`src/rtl/cospd_map.svh`:
```
`ifndef COSPD_MAP_SVH
`define COSPD_MAP_SVH

// ----------------------------------------
// Management bus addressing
// ----------------------------------------
`define COSPD_SLAVE_ADDR 7'h69
`define COSPD_REG_DRIVE 8'h05
`define COSPD_REG_TEST 8'h06
`define COSPD_REG_IDENT 8'h07
`define COSPD_BYTE_BITS 4'h8

// ----------------------------------------
// Field positions
// ----------------------------------------
`define COSPD_B5_STOP_HIZ 7
`define COSPD_B5_REF_DOWN_HIZ 3
`define COSPD_B6_REF_DIV 7
`define COSPD_B6_TEST_EN 6
`define COSPD_B6_REF_STRONG 4
`define COSPD_B6_STOP_N 3

// ----------------------------------------
// Reset values and write masks
// ----------------------------------------
`define COSPD_B5_RESET 8'h00
`define COSPD_B6_RESET 8'h18
`define COSPD_B5_WMASK 8'h8F
`define COSPD_B6_WMASK 8'hD8
// Identity codes: arbitrary values
`define COSPD_REV_CODE 4'h5
`define COSPD_MAKER_CODE 4'hA

// ----------------------------------------
// Timing
// ----------------------------------------
`define COSPD_CLK_NS 20
`define COSPD_LATENCY_NS 1800000
`define COSPD_DOWN_EDGES 2'h2
`define COSPD_WAIT_W 17
`define COSPD_NUM_STOPPABLE 10

`endif

```
`src/rtl/cospd_pkg.sv`:
```
package cospd_pkg;

    typedef enum logic [2:0] {
        PWR_WAIT_GOOD,
        PWR_WAKE,
        PWR_RUN,
        PWR_HOLD,
        PWR_PARKED,
        PWR_OFF
    } cospd_pwr_t;

    typedef enum logic [2:0] {
        SMB_IDLE,
        SMB_ADDR,
        SMB_CMD,
        SMB_DATA,
        SMB_TX,
        SMB_SKIP
    } cospd_smb_t;

endpackage : cospd_pkg

```
`src/rtl/cospd_ctrl.sv`:
```
`timescale 1ns/1ps
`include "cospd_map.svh"
// Operation
// - Byte5 bit7: bus-reference stop drive or high-Z
// - Byte5 bit3: bus-reference power-down drive mode
// - Byte5 bits2-0: processor pair power-down mode
// - Byte6 bit7: test divided clock or high-Z
// - Byte6 bit6 enters test clock mode
// - Byte6 bit4 sets crystal-copy drive strength
// - Writing bit3 low stops stoppable outputs cleanly
// - Writing bit3 high restarts stopped outputs cleanly
// - Byte6 bits2-0 show latched frequency selects
// - Byte7 reads revision and maker codes
// - Shared pin: power-good first, then power-down
// - Power-down input synchronised before use
// - Park clocks before oscillators switch off
// - Two complement rises high recognise power-down
// - Park pairs at next complement fall
// - Driven mode parks true high, complement off
// - Stable clocks within 1.8 ms of wake
// - High-Z pairs driven high soon after wake
// - All outputs enabled together after lock or lock timeout
// - Byte write: address, command, data, acks
// - Stop affects only outputs marked stoppable
module cospd_ctrl #(
    parameter int LATENCY_CYC = `COSPD_LATENCY_NS / `COSPD_CLK_NS
) (
    input wire logic mclk,
    input wire logic rst_b,
    input wire logic smb_clk,
    input wire logic smb_data_in,
    output logic smb_data_out,
    output logic smb_data_oe,
    input wire logic supply_good_strobe,
    input wire logic processor_complement_clock,
    input wire logic pll_lock,
    input wire logic freq_select_a,
    input wire logic freq_select_b,
    input wire logic freq_select_c,
    input wire logic [`COSPD_NUM_STOPPABLE-1:0] bus_clk_stoppable,
    output logic [`COSPD_NUM_STOPPABLE-1:0] bus_clk_stop_gate,
    output logic bus_clock_stop_request,
    output logic bus_ref_stop_hiz,
    output logic [2:0] cpu_diff_park,
    output logic [2:0] cpu_diff_hiz,
    output logic bus_ref_park,
    output logic bus_ref_hiz,
    output logic single_ended_hold_low,
    output logic osc_enable,
    output logic pll_enable,
    output logic clocks_enable,
    output logic power_down_state,
    output logic test_mode_active,
    output logic test_ref_div_sel,
    output logic ref_drive_high
);

    // ----------------------------------------
    // Input synchronisers
    // ----------------------------------------
    logic [2:0] scl_q;
    logic [2:0] sda_q;
    logic [1:0] pin_q;
    logic [1:0] lock_q;
    logic [2:0] cmpl_q;
    logic [2:0] fs_m;
    logic [2:0] fs_s;

    always_ff @(posedge mclk or negedge rst_b)
    begin
        if (!rst_b)
        begin
            scl_q <= 3'h7;
            sda_q <= 3'h7;
            pin_q <= 2'h3;
            lock_q <= 2'h0;
            cmpl_q <= 3'h0;
            fs_m <= 3'h0;
            fs_s <= 3'h0;
        end
        else
        begin
            scl_q <= {scl_q[1:0], smb_clk};
            sda_q <= {sda_q[1:0], smb_data_in};
            pin_q <= {pin_q[0], supply_good_strobe};
            lock_q <= {lock_q[0], pll_lock};
            cmpl_q <= {cmpl_q[1:0], processor_complement_clock};
            fs_m <= {freq_select_c, freq_select_b, freq_select_a};
            fs_s <= fs_m;
        end
    end

    logic pin_s;
    logic cmpl_rise;
    logic cmpl_fall;
    logic start_cond;
    logic stop_cond;
    logic scl_rise;
    logic scl_fall;
    assign pin_s = pin_q[1];
    assign cmpl_rise = cmpl_q[1] & ~cmpl_q[2];
    assign cmpl_fall = ~cmpl_q[1] & cmpl_q[2];
    assign start_cond = scl_q[1] & scl_q[2] & sda_q[2] & ~sda_q[1];
    assign stop_cond = scl_q[1] & scl_q[2] & ~sda_q[2] & sda_q[1];
    assign scl_rise = scl_q[1] & ~scl_q[2];
    assign scl_fall = ~scl_q[1] & scl_q[2];

    // ----------------------------------------
    // Management bus slave
    // ----------------------------------------
    cospd_pkg::cospd_smb_t smb;
    logic [7:0] shreg;
    logic [7:0] ptr;
    logic [3:0] bitcnt;
    logic ack_phase;
    logic wr_strobe;
    logic [7:0] wr_data;
    logic [7:0] rd_byte;

    // Open drain: only ever pulls low
    assign smb_data_out = 1'b0;

    always_ff @(posedge mclk or negedge rst_b)
    begin
        if (!rst_b)
        begin
            smb <= cospd_pkg::SMB_IDLE;
            shreg <= 8'h00;
            ptr <= 8'h00;
            bitcnt <= 4'h0;
            ack_phase <= 1'b0;
            smb_data_oe <= 1'b0;
            wr_strobe <= 1'b0;
            wr_data <= 8'h00;
        end
        else
        begin
            wr_strobe <= 1'b0;
            if (start_cond)
            begin
                // Repeated start lands here too
                smb <= cospd_pkg::SMB_ADDR;
                bitcnt <= 4'h0;
                ack_phase <= 1'b0;
                smb_data_oe <= 1'b0;
            end
            else if (stop_cond)
            begin
                smb <= cospd_pkg::SMB_IDLE;
                ack_phase <= 1'b0;
                smb_data_oe <= 1'b0;
            end
            else if (scl_rise && !ack_phase && bitcnt != `COSPD_BYTE_BITS &&
                     smb != cospd_pkg::SMB_IDLE && smb != cospd_pkg::SMB_SKIP)
            begin
                // Transmit also shifts: next bit moves to the top
                shreg <= {shreg[6:0], sda_q[1]};
                bitcnt <= bitcnt + 4'h1;
            end
            else if (scl_fall)
            begin
                if (ack_phase)
                begin
                    ack_phase <= 1'b0;
                    bitcnt <= 4'h0;
                    smb_data_oe <= 1'b0;
                    unique case (smb)
                        cospd_pkg::SMB_ADDR:
                            if (shreg[0])
                            begin
                                smb <= cospd_pkg::SMB_TX;
                                shreg <= rd_byte;
                                smb_data_oe <= ~rd_byte[7];
                            end
                            else
                                smb <= cospd_pkg::SMB_CMD;
                        cospd_pkg::SMB_CMD: smb <= cospd_pkg::SMB_DATA;
                        cospd_pkg::SMB_DATA: smb <= cospd_pkg::SMB_SKIP;
                        cospd_pkg::SMB_TX: smb <= cospd_pkg::SMB_SKIP;
                        cospd_pkg::SMB_IDLE, cospd_pkg::SMB_SKIP: smb <= smb;
                    endcase
                end
                else if (bitcnt == `COSPD_BYTE_BITS)
                begin
                    ack_phase <= 1'b1;
                    unique case (smb)
                        cospd_pkg::SMB_ADDR:
                            if (shreg[7:1] == `COSPD_SLAVE_ADDR)
                                smb_data_oe <= 1'b1;
                            else
                            begin
                                smb <= cospd_pkg::SMB_SKIP;
                                ack_phase <= 1'b0;
                            end
                        cospd_pkg::SMB_CMD:
                        begin
                            ptr <= shreg;
                            smb_data_oe <= 1'b1;
                        end
                        cospd_pkg::SMB_DATA:
                        begin
                            wr_strobe <= 1'b1;
                            wr_data <= shreg;
                            smb_data_oe <= 1'b1;
                        end
                        cospd_pkg::SMB_TX: smb_data_oe <= 1'b0;
                        cospd_pkg::SMB_IDLE, cospd_pkg::SMB_SKIP: ack_phase <= 1'b0;
                    endcase
                end
                else if (smb == cospd_pkg::SMB_TX)
                    smb_data_oe <= ~shreg[7];
            end
        end
    end

    // ----------------------------------------
    // Configuration registers
    // ----------------------------------------
    cospd_pkg::cospd_pwr_t pwr;
    logic pg_load;
    logic [7:0] drive_mode_control;
    logic [7:0] test_and_stop_control;
    logic [2:0] fs_latch;

    assign pg_load = (pwr == cospd_pkg::PWR_WAIT_GOOD) && !pin_s;

    always_ff @(posedge mclk or negedge rst_b)
    begin
        if (!rst_b)
        begin
            drive_mode_control <= `COSPD_B5_RESET;
            test_and_stop_control <= `COSPD_B6_RESET;
        end
        else if (pg_load)
        begin
            drive_mode_control <= `COSPD_B5_RESET;
            test_and_stop_control <= `COSPD_B6_RESET;
        end
        else if (wr_strobe && ptr == `COSPD_REG_DRIVE)
            drive_mode_control <= wr_data & `COSPD_B5_WMASK;
        else if (wr_strobe && ptr == `COSPD_REG_TEST)
            test_and_stop_control <= wr_data & `COSPD_B6_WMASK;
    end

    // Strap capture only at power-good, never under reset
    always_ff @(posedge mclk or negedge rst_b)
    begin
        if (!rst_b)
            fs_latch <= 3'h0;
        else if (pg_load)
            fs_latch <= fs_s;
    end

    always_comb
    begin
        unique case (ptr)
            `COSPD_REG_DRIVE: rd_byte = drive_mode_control;
            `COSPD_REG_TEST: rd_byte = test_and_stop_control | {5'h00, fs_latch};
            `COSPD_REG_IDENT: rd_byte = {`COSPD_REV_CODE, `COSPD_MAKER_CODE};
            default: rd_byte = 8'h00;
        endcase
    end

    // ----------------------------------------
    // Power sequencing
    // ----------------------------------------
    logic [1:0] down_cnt;
    logic [`COSPD_WAIT_W-1:0] wait_cnt;
    logic down_seen;
    assign down_seen = (down_cnt == `COSPD_DOWN_EDGES);

    always_ff @(posedge mclk or negedge rst_b)
    begin
        if (!rst_b)
            down_cnt <= 2'h0;
        else if (pwr != cospd_pkg::PWR_RUN)
            down_cnt <= 2'h0;
        else if (cmpl_rise)
            down_cnt <= !pin_s ? 2'h0 : (down_seen ? down_cnt : down_cnt + 2'h1);
    end

    always_ff @(posedge mclk or negedge rst_b)
    begin
        if (!rst_b)
            wait_cnt <= '0;
        else if (pwr == cospd_pkg::PWR_WAKE)
            wait_cnt <= wait_cnt + `COSPD_WAIT_W'(1);
        else
            wait_cnt <= '0;
    end

    always_ff @(posedge mclk or negedge rst_b)
    begin
        if (!rst_b)
            pwr <= cospd_pkg::PWR_WAIT_GOOD;
        else
        begin
            unique case (pwr)
                cospd_pkg::PWR_WAIT_GOOD: if (pg_load) pwr <= cospd_pkg::PWR_WAKE;
                cospd_pkg::PWR_RUN: if (down_seen) pwr <= cospd_pkg::PWR_HOLD;
                cospd_pkg::PWR_HOLD: if (cmpl_fall) pwr <= cospd_pkg::PWR_PARKED;
                cospd_pkg::PWR_PARKED: pwr <= cospd_pkg::PWR_OFF;
                cospd_pkg::PWR_OFF: if (!pin_s) pwr <= cospd_pkg::PWR_WAKE;
                // Lock timeout caps latency if lock never shows
                cospd_pkg::PWR_WAKE:
                    if (lock_q[1] || wait_cnt == `COSPD_WAIT_W'(LATENCY_CYC - 1))
                        pwr <= cospd_pkg::PWR_RUN;
            endcase
        end
    end

    // ----------------------------------------
    // Output stage
    // ----------------------------------------
    logic stop_active;
    logic parked;
    logic hiz_phase;
    assign parked = pwr inside {cospd_pkg::PWR_PARKED, cospd_pkg::PWR_OFF, cospd_pkg::PWR_WAKE};
    // Wake drops high-Z at once so pairs drive high early
    assign hiz_phase = pwr inside {cospd_pkg::PWR_PARKED, cospd_pkg::PWR_OFF};

    always_ff @(posedge mclk or negedge rst_b)
    begin
        if (!rst_b)
            stop_active <= 1'b0;
        else if (cmpl_fall)
            stop_active <= ~test_and_stop_control[`COSPD_B6_STOP_N];
    end

    genvar gi;
    generate
        for (gi = 0; gi < `COSPD_NUM_STOPPABLE; gi++)
        begin : g_stop
            always_ff @(posedge mclk or negedge rst_b)
            begin
                if (!rst_b)
                    bus_clk_stop_gate[gi] <= 1'b0;
                else
                    bus_clk_stop_gate[gi] <= stop_active & bus_clk_stoppable[gi];
            end
        end
    endgenerate

    always_ff @(posedge mclk or negedge rst_b)
    begin
        if (!rst_b)
        begin
            bus_clock_stop_request <= 1'b0;
            bus_ref_stop_hiz <= 1'b0;
            cpu_diff_park <= 3'h0;
            cpu_diff_hiz <= 3'h0;
            bus_ref_park <= 1'b0;
            bus_ref_hiz <= 1'b0;
            single_ended_hold_low <= 1'b1;
            osc_enable <= 1'b1;
            pll_enable <= 1'b1;
            clocks_enable <= 1'b0;
            power_down_state <= 1'b0;
            test_mode_active <= 1'b0;
            test_ref_div_sel <= 1'b0;
            ref_drive_high <= 1'b1;
        end
        else
        begin
            bus_clock_stop_request <= stop_active;
            bus_ref_stop_hiz <= stop_active & drive_mode_control[`COSPD_B5_STOP_HIZ];
            cpu_diff_park <= {3{parked}};
            cpu_diff_hiz <= {3{hiz_phase}} & drive_mode_control[2:0];
            bus_ref_park <= parked;
            bus_ref_hiz <= hiz_phase & drive_mode_control[`COSPD_B5_REF_DOWN_HIZ];
            single_ended_hold_low <= (pwr != cospd_pkg::PWR_RUN);
            osc_enable <= (pwr != cospd_pkg::PWR_OFF);
            pll_enable <= (pwr != cospd_pkg::PWR_OFF);
            clocks_enable <= (pwr == cospd_pkg::PWR_RUN);
            power_down_state <= pwr inside {cospd_pkg::PWR_HOLD, cospd_pkg::PWR_PARKED, cospd_pkg::PWR_OFF};
            test_mode_active <= test_and_stop_control[`COSPD_B6_TEST_EN];
            test_ref_div_sel <= test_and_stop_control[`COSPD_B6_REF_DIV];
            ref_drive_high <= test_and_stop_control[`COSPD_B6_REF_STRONG];
        end
    end
endmodule : cospd_ctrl

```
`config.mk`:
```
export PLATFORM = sky130hd
export DESIGN_NAME = cospd_ctrl
export DESIGN_NICKNAME = d
export VERILOG_FILES = /design/src/rtl/cospd_pkg.sv /design/src/rtl/cospd_ctrl.sv
export VERILOG_INCLUDE_DIRS = /design/src /design/src/rtl
export SDC_FILE = /design/constraint.sdc
export NUM_CORES = 1
export LEC_CHECK = 0
export ABC_AREA = 0
export BUFFER_PORTS_ARGS = -buffer_cell sky130_fd_sc_hd__buf_2
export CAP_MARGIN = 15
export CORE_MARGIN = 1.5
export CORE_UTILIZATION = 40
export CTS_CLUSTER_DIAMETER = 60
export CTS_CLUSTER_SIZE = 16
export DETAILED_ROUTE_END_ITERATION = 16
export GPL_TIMING_DRIVEN = 0
export HOLD_SLACK_MARGIN = 0.1
export PLACE_DENSITY = 0.61
export SLEW_MARGIN = 15
export SYNTH_ARGS = -nofsm -noshare
export SYNTH_HDL_FRONTEND = slang
export SYNTH_SLANG_ARGS = --single-unit
```
`constraint.sdc`:
```
create_clock -name mclk -period 2.6 [get_ports mclk]
set_input_delay 0.13 -clock mclk [delete_from_list [all_inputs] [get_ports mclk]]
set_output_delay 0.13 -clock mclk [all_outputs]
set_load 0.005 [all_outputs]
```
==> qor.yml, run 1 <==
fin_crit_ps: 2160
routed_via_density: 5.01
crit_family: "compound AO/OA/AOI/OAI gates"
area_taken_by_multi_input_logic_gates_sq_um: 1720
globalRoute.totalOverflow: 0
layout.area.seq_sq_um: 2790
rr_endpoint: "smb_data_oe"
row_count: 39
track_usage: 0.152
synthToLayoutAreaGrowth_pct: 20.3
timing.critical_path.required_ps: 2810
worstReg2RegStart: "ptr[3]"
startpoint_type: "flop"
first_pass_iters: 5
die-area_sq_um: 12300
netlist_top_cells_area: "dfrtp_1 (53%), dfstp_2 (7.3%), mux2_2 (4.3%)"
clk_latency_worst_skew_pair_ps: 340
grt_setup_unrepaired: "false"
layout.filler_cells: 1057
yosys.area.top_type_share: 0.525
placed_cell_area_sq_um: 5120
vdd_ir_drop_max_uv: 526
critical_path.endpoint_type: "flop"
synth_most_common_cell: "dfrtp_1"
routabilityCongestion: 0.814
fraction_of_registers_with_async_set_reset: 1.00
tritoncts: "yes"
holdWs_ps: 271
synth.largest_area_cell: "dfrtp_1"
first_global_vias: 3216
run_status: "completed"
holdCritPathClass: "in -> async"
grt_start_max_net_pins: 66
timing.critical_path.buf_inv: 0
drt_drc_violations_left: 0
io_pins: 50
cts_buf_count: 9
core_sq_um: 11400
power_density_nw_per_um2: 708
totalNegativeSetupSlack_ps: 0
post-dp-hpwl_mm: 5.81
seq_area_frac_synth: 0.599
die_height_um: 111
worst-path-max-fanout: 2
antenna-diode-count: 0
cts_setup_buffers: 0
timing.clock.skew_ps: 5.77
path_clk_slew_ps: 70
yosys.cell_types.count: 58
fmax_mhz: 462
via_count: 3151
postSynthRegisterBits: 111
detailedRoute.firstIterationViolations: 120
buffer_ports.inserted: 48
grt_first_pass_wirelength_mm: 15.2
crit_path_max_incr_delay_ps: 700
max_cap_viol_count: 0
finalMaxSlewViolations: 0
max-clock-path-buffers: 2
ctsHtreeMaxLevel: 3
postSynthCellCount: 402
drt.antenna.violating_nets: 0
initial_utilization: 0.409
netlist_top_cells_count: "dfrtp_1 (98), nor2_1 (38), nand2_1 (25)"
timing.critical_path.arrival_ps: 2380
fin_area_sq_um: 5610
nets: 505
path_class: "reg -> reg"
reg2regPathDepth: 5
total_of_warnings_raised_by_yosys: 0
relSlewSlack: 0.412
synthFlopType: "dfrtp_1"
synth.net_count: 426
drive_above_1_share: 0.243
final.period_utilization: 0.832
critical_path.cell_chain: "or4b_4, a2111oi_0, o22ai_1, a21oi_1, a311oi_1"
number_of_hold_violations_in_the_final_report: 0
die-width_um: 111
grt_antenna_before_repair: 0
synth_enable_flop_cells: 0
synthesis.area_sq_um: 4670
clockRootBuffer: "clkbuf_16"
post_synth.cell_area_avg_sq_um: 11.6
final_wirelength_mm: 8.66
drt-wirelength-per-cell_um: 13.8
critPathSlowestCell: "a2111oi_0"
total_leakage_power_nw: 2.68
r2r_slack_ps: 440
final-setup-viol-count: 0
worst_slew_pin_tran_ps: 859
cts_num_sinks: 111
cells by family (layout without fill, tap and decap cells):
group / count (synthesis) / after routing / share of synthesized area
AND/OR/NAND/NOR: 150 / 150 / 0.181
flip-flops: 111 / 111 / 0.599
AO/OA/AOI/OAI: 61 / 61 / 0.0866
buffers and inverters: 33 / 117 / 0.0319
multiplexers: 26 / 26 / 0.0606
XOR/XNOR: 16 / 16 / 0.0300
adder cells (fa/ha/maj): 4 / 4 / 0.0107
other: 1 / 1 / 0.000804
final cells by class:
| type | count | area share |
|---|---|---|
| clock inverter | 3 | 0.00401 |
| inverter | 15 | 0.0100 |
| buffer | 18 | 0.0165 |
| multi-input combinational | 258 | 0.307 |
| clock buffer | 13 | 0.0499 |
| timing repair buffer | 68 | 0.0827 |
| tap | 143 | 0.0319 |
| sequential | 111 | 0.498 |
stage by stage:
stage	util	std cells	setup slack, ps	power, mW
2_1_floorplan	-	402	711	2.41
6_report	0.492	629	437	3.97
3_5_place_dp	0.448	594	429	2.63
4_1_cts	0.492	629	397	4.02
3_3_place_gp	0.445	593	165	2.60
5_1_grt	0.492	629	264	4.18
where the power goes:
part	switching, mW	leakage, nW	internal [mW]
logic	0.296	1.08	0.253
clock network	0.599	0.153	0.761
registers	0.165	1.44	1.90
total	1.06	2.68	2.91
metal layers:
layer	routed length [um]	part of all wire	global-route usage
met1	4050	0.47	0.195
met2	4180	0.48	0.251
met5	0	0	0
met4	159	0.018	0.0532
met3	276	0.032	0.0377
cells in the final DEF, fill, tap and decap left out, types with 9 or more instances in the layout:
cell / instances
clkbuf_16: 9
dfstp_2: 13
dlygate4sd3_1: 19
o21ai_0: 19
and2_1: 16
nor2_1: 38
xnor2_1: 10
nand3_1: 16
inv_1: 14
buf_2: 52
nand2_1: 25
mux2_2: 18
a21oi_1: 12
dfrtp_1: 98
what timing repair did:
item | CTS | global route
hold buffers | 19 | 0
endpoints found under the hold margin | 64 | 0
gates resized for setup | 0 | 0
worst max path at each step:
stage	startpoint	to	slack [ps]	cells past startpoint
finish	ptr[3]	smb_data_oe	440	5
global route	ptr[0]	smb_data_oe	260	6
CTS	ptr[3]	smb_data_oe	400	5
detailed placement	ptr[3]	smb_data_oe	430	5
global placement	rst_b	bitcnt[2]	170	1
floorplan	bitcnt[0]	ptr[0]	710	8
worst reg2reg max path, delay by kind of cell (launching register included):
kind,cells,cell delay [ps]
compound gates,4,1110
flops,1,370
simple gates,1,550
sequential cells by signal, indices dropped and copies added, names as in the netlist, 4 cells and up:
name	flops
wait_cnt	17
wr_data	7
drive_mode_control	5
ptr	8
bus_clk_stop_gate	10
bitcnt	4
test_and_stop_control	4
shreg	8
Power figures use the tool's default switching activity.
==> run 2: changes to the inputs <==
==> constraint.sdc (replaced) <==
create_clock -name mclk -period 2 [get_ports mclk]
set_input_delay 0.1 -clock mclk [delete_from_list [all_inputs] [get_ports mclk]]
set_output_delay 0.1 -clock mclk [all_outputs]
set_load 0.005 [all_outputs]
==> qor.yml, run 2 (same netlist as run 1, synthesis figures left out) <==
max-clock-path-buffers: 2  # unchanged
critical_path.endpoint_type: "flop"
first_global_vias: 3231  # +0.47%
fin_crit_ps: 1900  # -259 ps
startpoint_type: "flop"
die-area_sq_um: 12300  # unchanged
detailedRoute.firstIterationViolations: 96  # -20%
synthToLayoutAreaGrowth_pct: 22.4
drt-wirelength-per-cell_um: 13.8  # about the same
drive_above_1_share: 0.267  # +0.0240
layout.cells.most_common: "dfrtp_1"
globalRoute.busiestLayer: "met2"
crit_family: "simple AND/OR/NAND/NOR gates"
grt_antenna_before_repair: 0  # unchanged
routed_via_density: 4.98  # -0.63%
track_usage: 0.152  # about the same
globalRoute.totalOverflow: 0  # unchanged
critical_path.cell_chain: "inv_2, ha_4, nand3b_4, nor3_4, inv_2, or3_1, buf_6, mux2_2"
crit_path_max_incr_delay_ps: 410  # -290 ps
antenna-diode-count: 0  # unchanged
relSlewSlack: 0.631  # +0.219
path_clk_slew_ps: 70  # about the same
cts_buf_count: 9  # unchanged
io_pins: 50  # unchanged
die-width_um: 111  # unchanged
path_class: "reg -> reg"
drt_drc_violations_left: 0  # unchanged
post-dp-hpwl_mm: 5.81  # unchanged
mostFrequentLayoutCells: "dfrtp_1 (98), buf_2 (51), nor2_1 (37)"
grt_start_max_net_pins: 66  # unchanged
final-setup-viol-count: 0  # unchanged
clk_latency_worst_skew_pair_ps: 340  # about the same
via_count: 3156  # +0.16%
totalNegativeSetupSlack_ps: 0  # unchanged
initial_utilization: 0.409  # unchanged
row_count: 39  # unchanged
largest_register: "wait_cnt"
core_sq_um: 11400  # unchanged
clockRootBuffer: "clkbuf_16"
number_of_hold_violations_in_the_final_report: 0  # unchanged
worst-path-max-fanout: 8  # +6
leading_registers_by_flop_count: "wait_cnt (17), bus_clk_stop_gate (10)"
routabilityCongestion: 0.814  # unchanged
ctsHtreeMaxLevel: 3  # unchanged
holdCritPathClass: "in -> async"
fmax_mhz: 525  # +14%
instances_no_fill: 634  # +0.79%
timing.critical_path.required_ps: 2230  # -580 ps
nets: 510  # +0.99%
max_cap_viol_count: 0  # unchanged
first_pass_iters: 6  # +1
grtUsageMet1: 0.194  # -0.00108
power_density_nw_per_um2: 914  # +29%
worst_slew_pin_tran_ps: 548  # -312 ps
timing.final.ws_setup_ps: 95.5  # -341 ps
grtUsageMet2: 0.253  # +0.00165
max_ffs_per_register: 17  # unchanged
die_height_um: 111  # unchanged
crit_path_frequent_cell: "inv_2"
pre_cts_ws_ps: -171  # -600 ps
critPathSlowestCell: "dfrtp_1"
finalMaxSlewViolations: 0  # unchanged
cts_num_sinks: 111  # unchanged
grtUsageMet3: 0.0377  # unchanged
final.period_utilization: 0.952  # +0.120
numPlacedInstances: 594  # unchanged
tritoncts: "yes"
timing.clock.skew_ps: 6.45  # +0.675 ps
run_status: "completed"
final_wirelength_mm: 8.73  # +0.74%
drt.antenna.violating_nets: 0  # unchanged
buffer_ports.inserted: 48  # unchanged
grt_first_pass_wirelength_mm: 15.2  # +0.14%
timing.critical_path.arrival_ps: 2130  # -250 ps
grt_setup_unrepaired: "false"
total_leakage_power_nw: 2.71  # +1.4%
vdd_ir_drop_max_uv: 667  # +27%
r2r_slack_ps: 100  # -340 ps
timing.critical_path.buf_inv: 3  # +3
-- run 2: changes by cell type in the layout (fill, tap and decap cells not counted), sizes merged --
cell,change
buf,+6
clkbuf,-1
-- run 2: stage by stage --
stage / hold WS [ps] / power (mW) / util / instance area, sq um
6_report: 241 / 5.22 / 0.500 / 5710
5_1_grt: 278 / 5.49 / 0.500 / 5710
4_1_cts: 259 / 5.24 / 0.493 / 5630
3_5_place_dp: 60.4 / 3.42 / 0.448 / 5120
3_3_place_gp: 206 / 3.39 / 0.445 / 5090
2_1_floorplan: -196 / 3.13 / - / 4670
-- run 2: final cells by class --
| class | instances | area (sq um) |
|---|---|---|
| Fill cell | 1047 | 5710 |
| Multi-Input combinational cell | 258 | 1760 |
| Buffer | 17 | 95.1 |
| Inverter | 15 | 56.3 |
| Timing Repair Buffer | 74 | 522 |
| Clock inverter | 3 | 22.5 |
| Tap cell | 143 | 179 |
| Sequential cell | 111 | 2790 |
| Clock buffer | 13 | 280 |
-- run 2: path summary, 6_finish.rpt --
path | from | endpoint | cells past startpoint
worst max-delay path | bitcnt[1] | ptr[1] | 8
worst min-delay path | rst_b | clocks_enable | 2
worst max register to register | bitcnt[1] | ptr[1] | 8
worst min register to register | cmpl_q[0] | cmpl_q[1] | 0
max in group asynchronous | rst_b | ref_drive_high | 3
min in group mclk | cmpl_q[0] | cmpl_q[1] | 0
-- run 2: where the power goes --
group	internal [mW]	switching [mW]	total, mW	leakage (nW)
clock network	0.989	0.776	1.76	0.153
logic	0.361	0.405	0.767	1.12
registers	2.47	0.214	2.69	1.44
-- run 2: worst register-to-register path, cell delays in order, from the launching register on --
cell      delay [ps]
dfrtp_1          410
inv_2             90
ha_4             140
nand3b_4          90
nor3_4           260
inv_2             60
or3_1            320
buf_6            150
mux2_2           280
-- run 2: routing by layer --
layer | wire (um) | share of wire | vias up
li1 | - | - | 1563
met1 | 4080 | 0.47 | 1533
met2 | 4270 | 0.49 | 50
met3 | 280 | 0.032 | 10
met4 | 98 | 0.011 | 0
met5 | 0 | 0 | -
-- run 2: what timing repair did --
item / CTS / global route
resized for setup: 3 / 8
endpoints found under the hold margin: 64 / 0
pin swaps: 1 / 5
setup buffers: 1 / 5
hold buffers: 19 / 0
setup endpoints to repair: 15 / 30
==> run 3: changes to the inputs <==
--- a/config.mk
+++ b/config.mk
@@ -7,16 +7,16 @@
 export NUM_CORES = 1
 export LEC_CHECK = 0
 export ABC_AREA = 0
-export BUFFER_PORTS_ARGS = -buffer_cell sky130_fd_sc_hd__buf_2
 export CAP_MARGIN = 15
 export CORE_MARGIN = 1.5
-export CORE_UTILIZATION = 40
+export CORE_UTILIZATION = 25
 export CTS_CLUSTER_DIAMETER = 60
 export CTS_CLUSTER_SIZE = 16
 export DETAILED_ROUTE_END_ITERATION = 16
+export DONT_BUFFER_PORTS = 1
 export GPL_TIMING_DRIVEN = 0
 export HOLD_SLACK_MARGIN = 0.1
-export PLACE_DENSITY = 0.61
+export PLACE_DENSITY = 0.41
 export SLEW_MARGIN = 15
 export SYNTH_ARGS = -nofsm -noshare
 export SYNTH_HDL_FRONTEND = slang
==> qor.yml, run 3 (same netlist as run 1, synthesis figures left out) <==
clockRootBuffer: "clkbuf_16"
critical_path.endpoint_type: "flop"
failed_checks: "design-rule violations, negative hold slack"
drt.antenna.violating_nets: 0  # unchanged
die-width_um: 140  # +26%
mostFrequentLayoutCells: "dfrtp_1 (98), nor2_1 (37), nand2_1 (25)"
power_mw: 5.12  # -1.9%
detailedRoute.firstIterationViolations: 122  # +27%
number_of_hold_violations_in_the_final_report: 111  # +111
power_density_nw_per_um2: 921  # +0.81%
comb_power_share: 0.123  # -0.024
largest_register: "wait_cnt"
total_leakage_power_nw: 2.50  # -8.0%
fin_area_sq_um: 5560  # -2.7%
cts_num_sinks: 111  # unchanged
routabilityCongestion: 0.772  # -5.1%
initial_utilization: 0.257  # -0.152
final-setup-viol-count: 0  # unchanged
final_wirelength_mm: 9.58  # +9.8%
timing.critical_path.required_ps: 2240  # about the same
row_count: 49  # +26%
clock_power_share: 0.350  # +0.012
max-clock-path-buffers: 2  # unchanged
fmax_mhz: 505  # -3.8%
timing.clock.skew_ps: 8.52  # +2.07 ps
totalNegativeSetupSlack_ps: 0  # unchanged
vdd_ir_drop_max_uv: 412  # -38%
path_class: "reg -> reg"
grt_antenna_before_repair: 0  # unchanged
drt_drc_violations_left: 5  # +5
globalRoute.totalOverflow: 0  # unchanged
max_cap_viol_count: 0  # unchanged
worst_slew_pin_tran_ps: 625  # +77.0 ps
timing.critical_path.arrival_ps: 2220  # +90 ps
drt-wirelength-per-cell_um: 14.3  # +3.6%
grt_start_max_net_pins: 112  # +70%
worst-path-max-fanout: 8  # unchanged
run_status: "finished with violations"
intPower_mw: 3.67  # -3.8%
holdWs_ps: -567  # -808 ps
nets: 462  # -9.4%
layout.cells.most_common: "dfrtp_1"
first_global_vias: 3012  # -6.8%
final.period_utilization: 0.990  # +0.0375
relSlewSlack: 0.583  # -0.0482
fin_crit_ps: 1980  # +75.0 ps
die_height_um: 140  # +26%
startpoint_type: "flop"
switching_share: 0.282  # +0.0146
tritoncts: "yes"
via_count: 3003  # -4.8%
synthToLayoutAreaGrowth_pct: 19.1
timing.final.ws_setup_ps: 20.5  # -75.0 ps
track_usage: 0.105  # -0.0472
core_sq_um: 18100  # +59%
clk_latency_worst_skew_pair_ps: 360  # +20 ps
finalMaxSlewViolations: 0  # unchanged
buffer_ports.inserted: 0  # -100%
power.switching_mw: 1.44  # +3.5%
layout.filler_cells: 1860  # +78%
holdCritPathClass: "in -> async"
pwr-share-seq: 0.527  # +0.012
die-area_sq_um: 19500  # +58%
grt_first_pass_wirelength_mm: 16.0  # +5.1%
cts_buf_count: 9  # unchanged
ctsHoldBuffers: 18  # -1
path_clk_slew_ps: 70  # about the same
pre_cts_ws_ps: -224  # -53.5 ps
post-dp-hpwl_mm: 6.40  # +10%
grt_setup_unrepaired: "true"
antenna-diode-count: 0  # unchanged
drive_above_1_share: 0.194  # -0.0727
first_pass_iters: 10  # +4
placed_cell_area_sq_um: 4950  # -3.3%
routed_via_density: 4.47  # -10%
max_ffs_per_register: 17  # unchanged
ctsHtreeMaxLevel: 3  # unchanged
io_pins: 50  # unchanged
leading_registers_by_flop_count: "wait_cnt (17), bus_clk_stop_gate (10)"
==> run 3: metal layers <==
metal  GRT usage  vias to the layer above  wire [um]  share of wire
li1            -                     1459          -              -
met1       0.131                     1491       4520           0.47
met2       0.170                       43       4590           0.48
met3      0.0358                       10        356          0.037
met4      0.0316                        0        123          0.013
met5           0                        -          0              0
==> run 3: power by group through the flow <==
stage          clock network [mW]  registers, mW  logic, mW
2_1_floorplan                   0           2.66      0.465
3_5_place_dp                    0           2.74      0.584
5_1_grt                      1.96           2.74      0.710
3_3_place_gp                    0           2.74      0.576
4_1_cts                      1.88           2.70      0.633
6_report                     1.79           2.70      0.627
==> run 3: worst max-delay path, stage by stage, from the launching register on <==
cell and delay, ps:
dfrtp_1 410, inv_1 70, ha_2 180, nand3b_4 100, nor3_4 260, inv_2 60, or3_4 330, buf_8 150
mux2_4 300
==> run 3: worst paths after layout <==
kind | start | endpoint | slack, ps | depth (start not counted)
max | bitcnt[1] | ptr[2] | 20 | 8
min | rst_b | bus_clk_stop_gate[9] | -570 | 0
max reg2reg | bitcnt[1] | ptr[2] | 20 | 8
min reg2reg | fs_m[0] | fs_s[0] | 360 | 0
max in group asynchronous | rst_b | sda_q[0] | 2320 | 0
min in group mclk | smb_clk | scl_q[0] | 280 | 1
==> run 3: area by class of cell <==
type                       instances  area [sq um]  area share
buffer                            16          97.6      0.0176
clock buffer                      10           239      0.0430
clock inverter                     6          57.6      0.0104
inverter                          15          56.3      0.0101
multi-input combinational        258          1770       0.318
sequential                       111          2790       0.503
tap                              229           287      0.0516
timing repair buffer              27           260      0.0468
==> run 3: what timing repair did <==
| item | 4_1_cts | 5_1_grt |
|---|---|---|
| pin swaps | 1 | 4 |
| resized for setup | 4 | 13 |
| buffers inserted | 1 | 8 |
| endpoints found under the setup margin | 16 | 34 |
| hold endpoints to repair | 129 | 111 |
==> run 3: stage by stage <==
stage / hold WS [ps] / instances / util
6_report: -567 / 672 / 0.306
5_1_grt: -592 / 672 / 0.306
4_1_cts: -587 / 666 / 0.300
3_5_place_dp: -193 / 631 / 0.273
3_3_place_gp: -193 / 631 / 0.273
2_1_floorplan: -196 / 402 / -
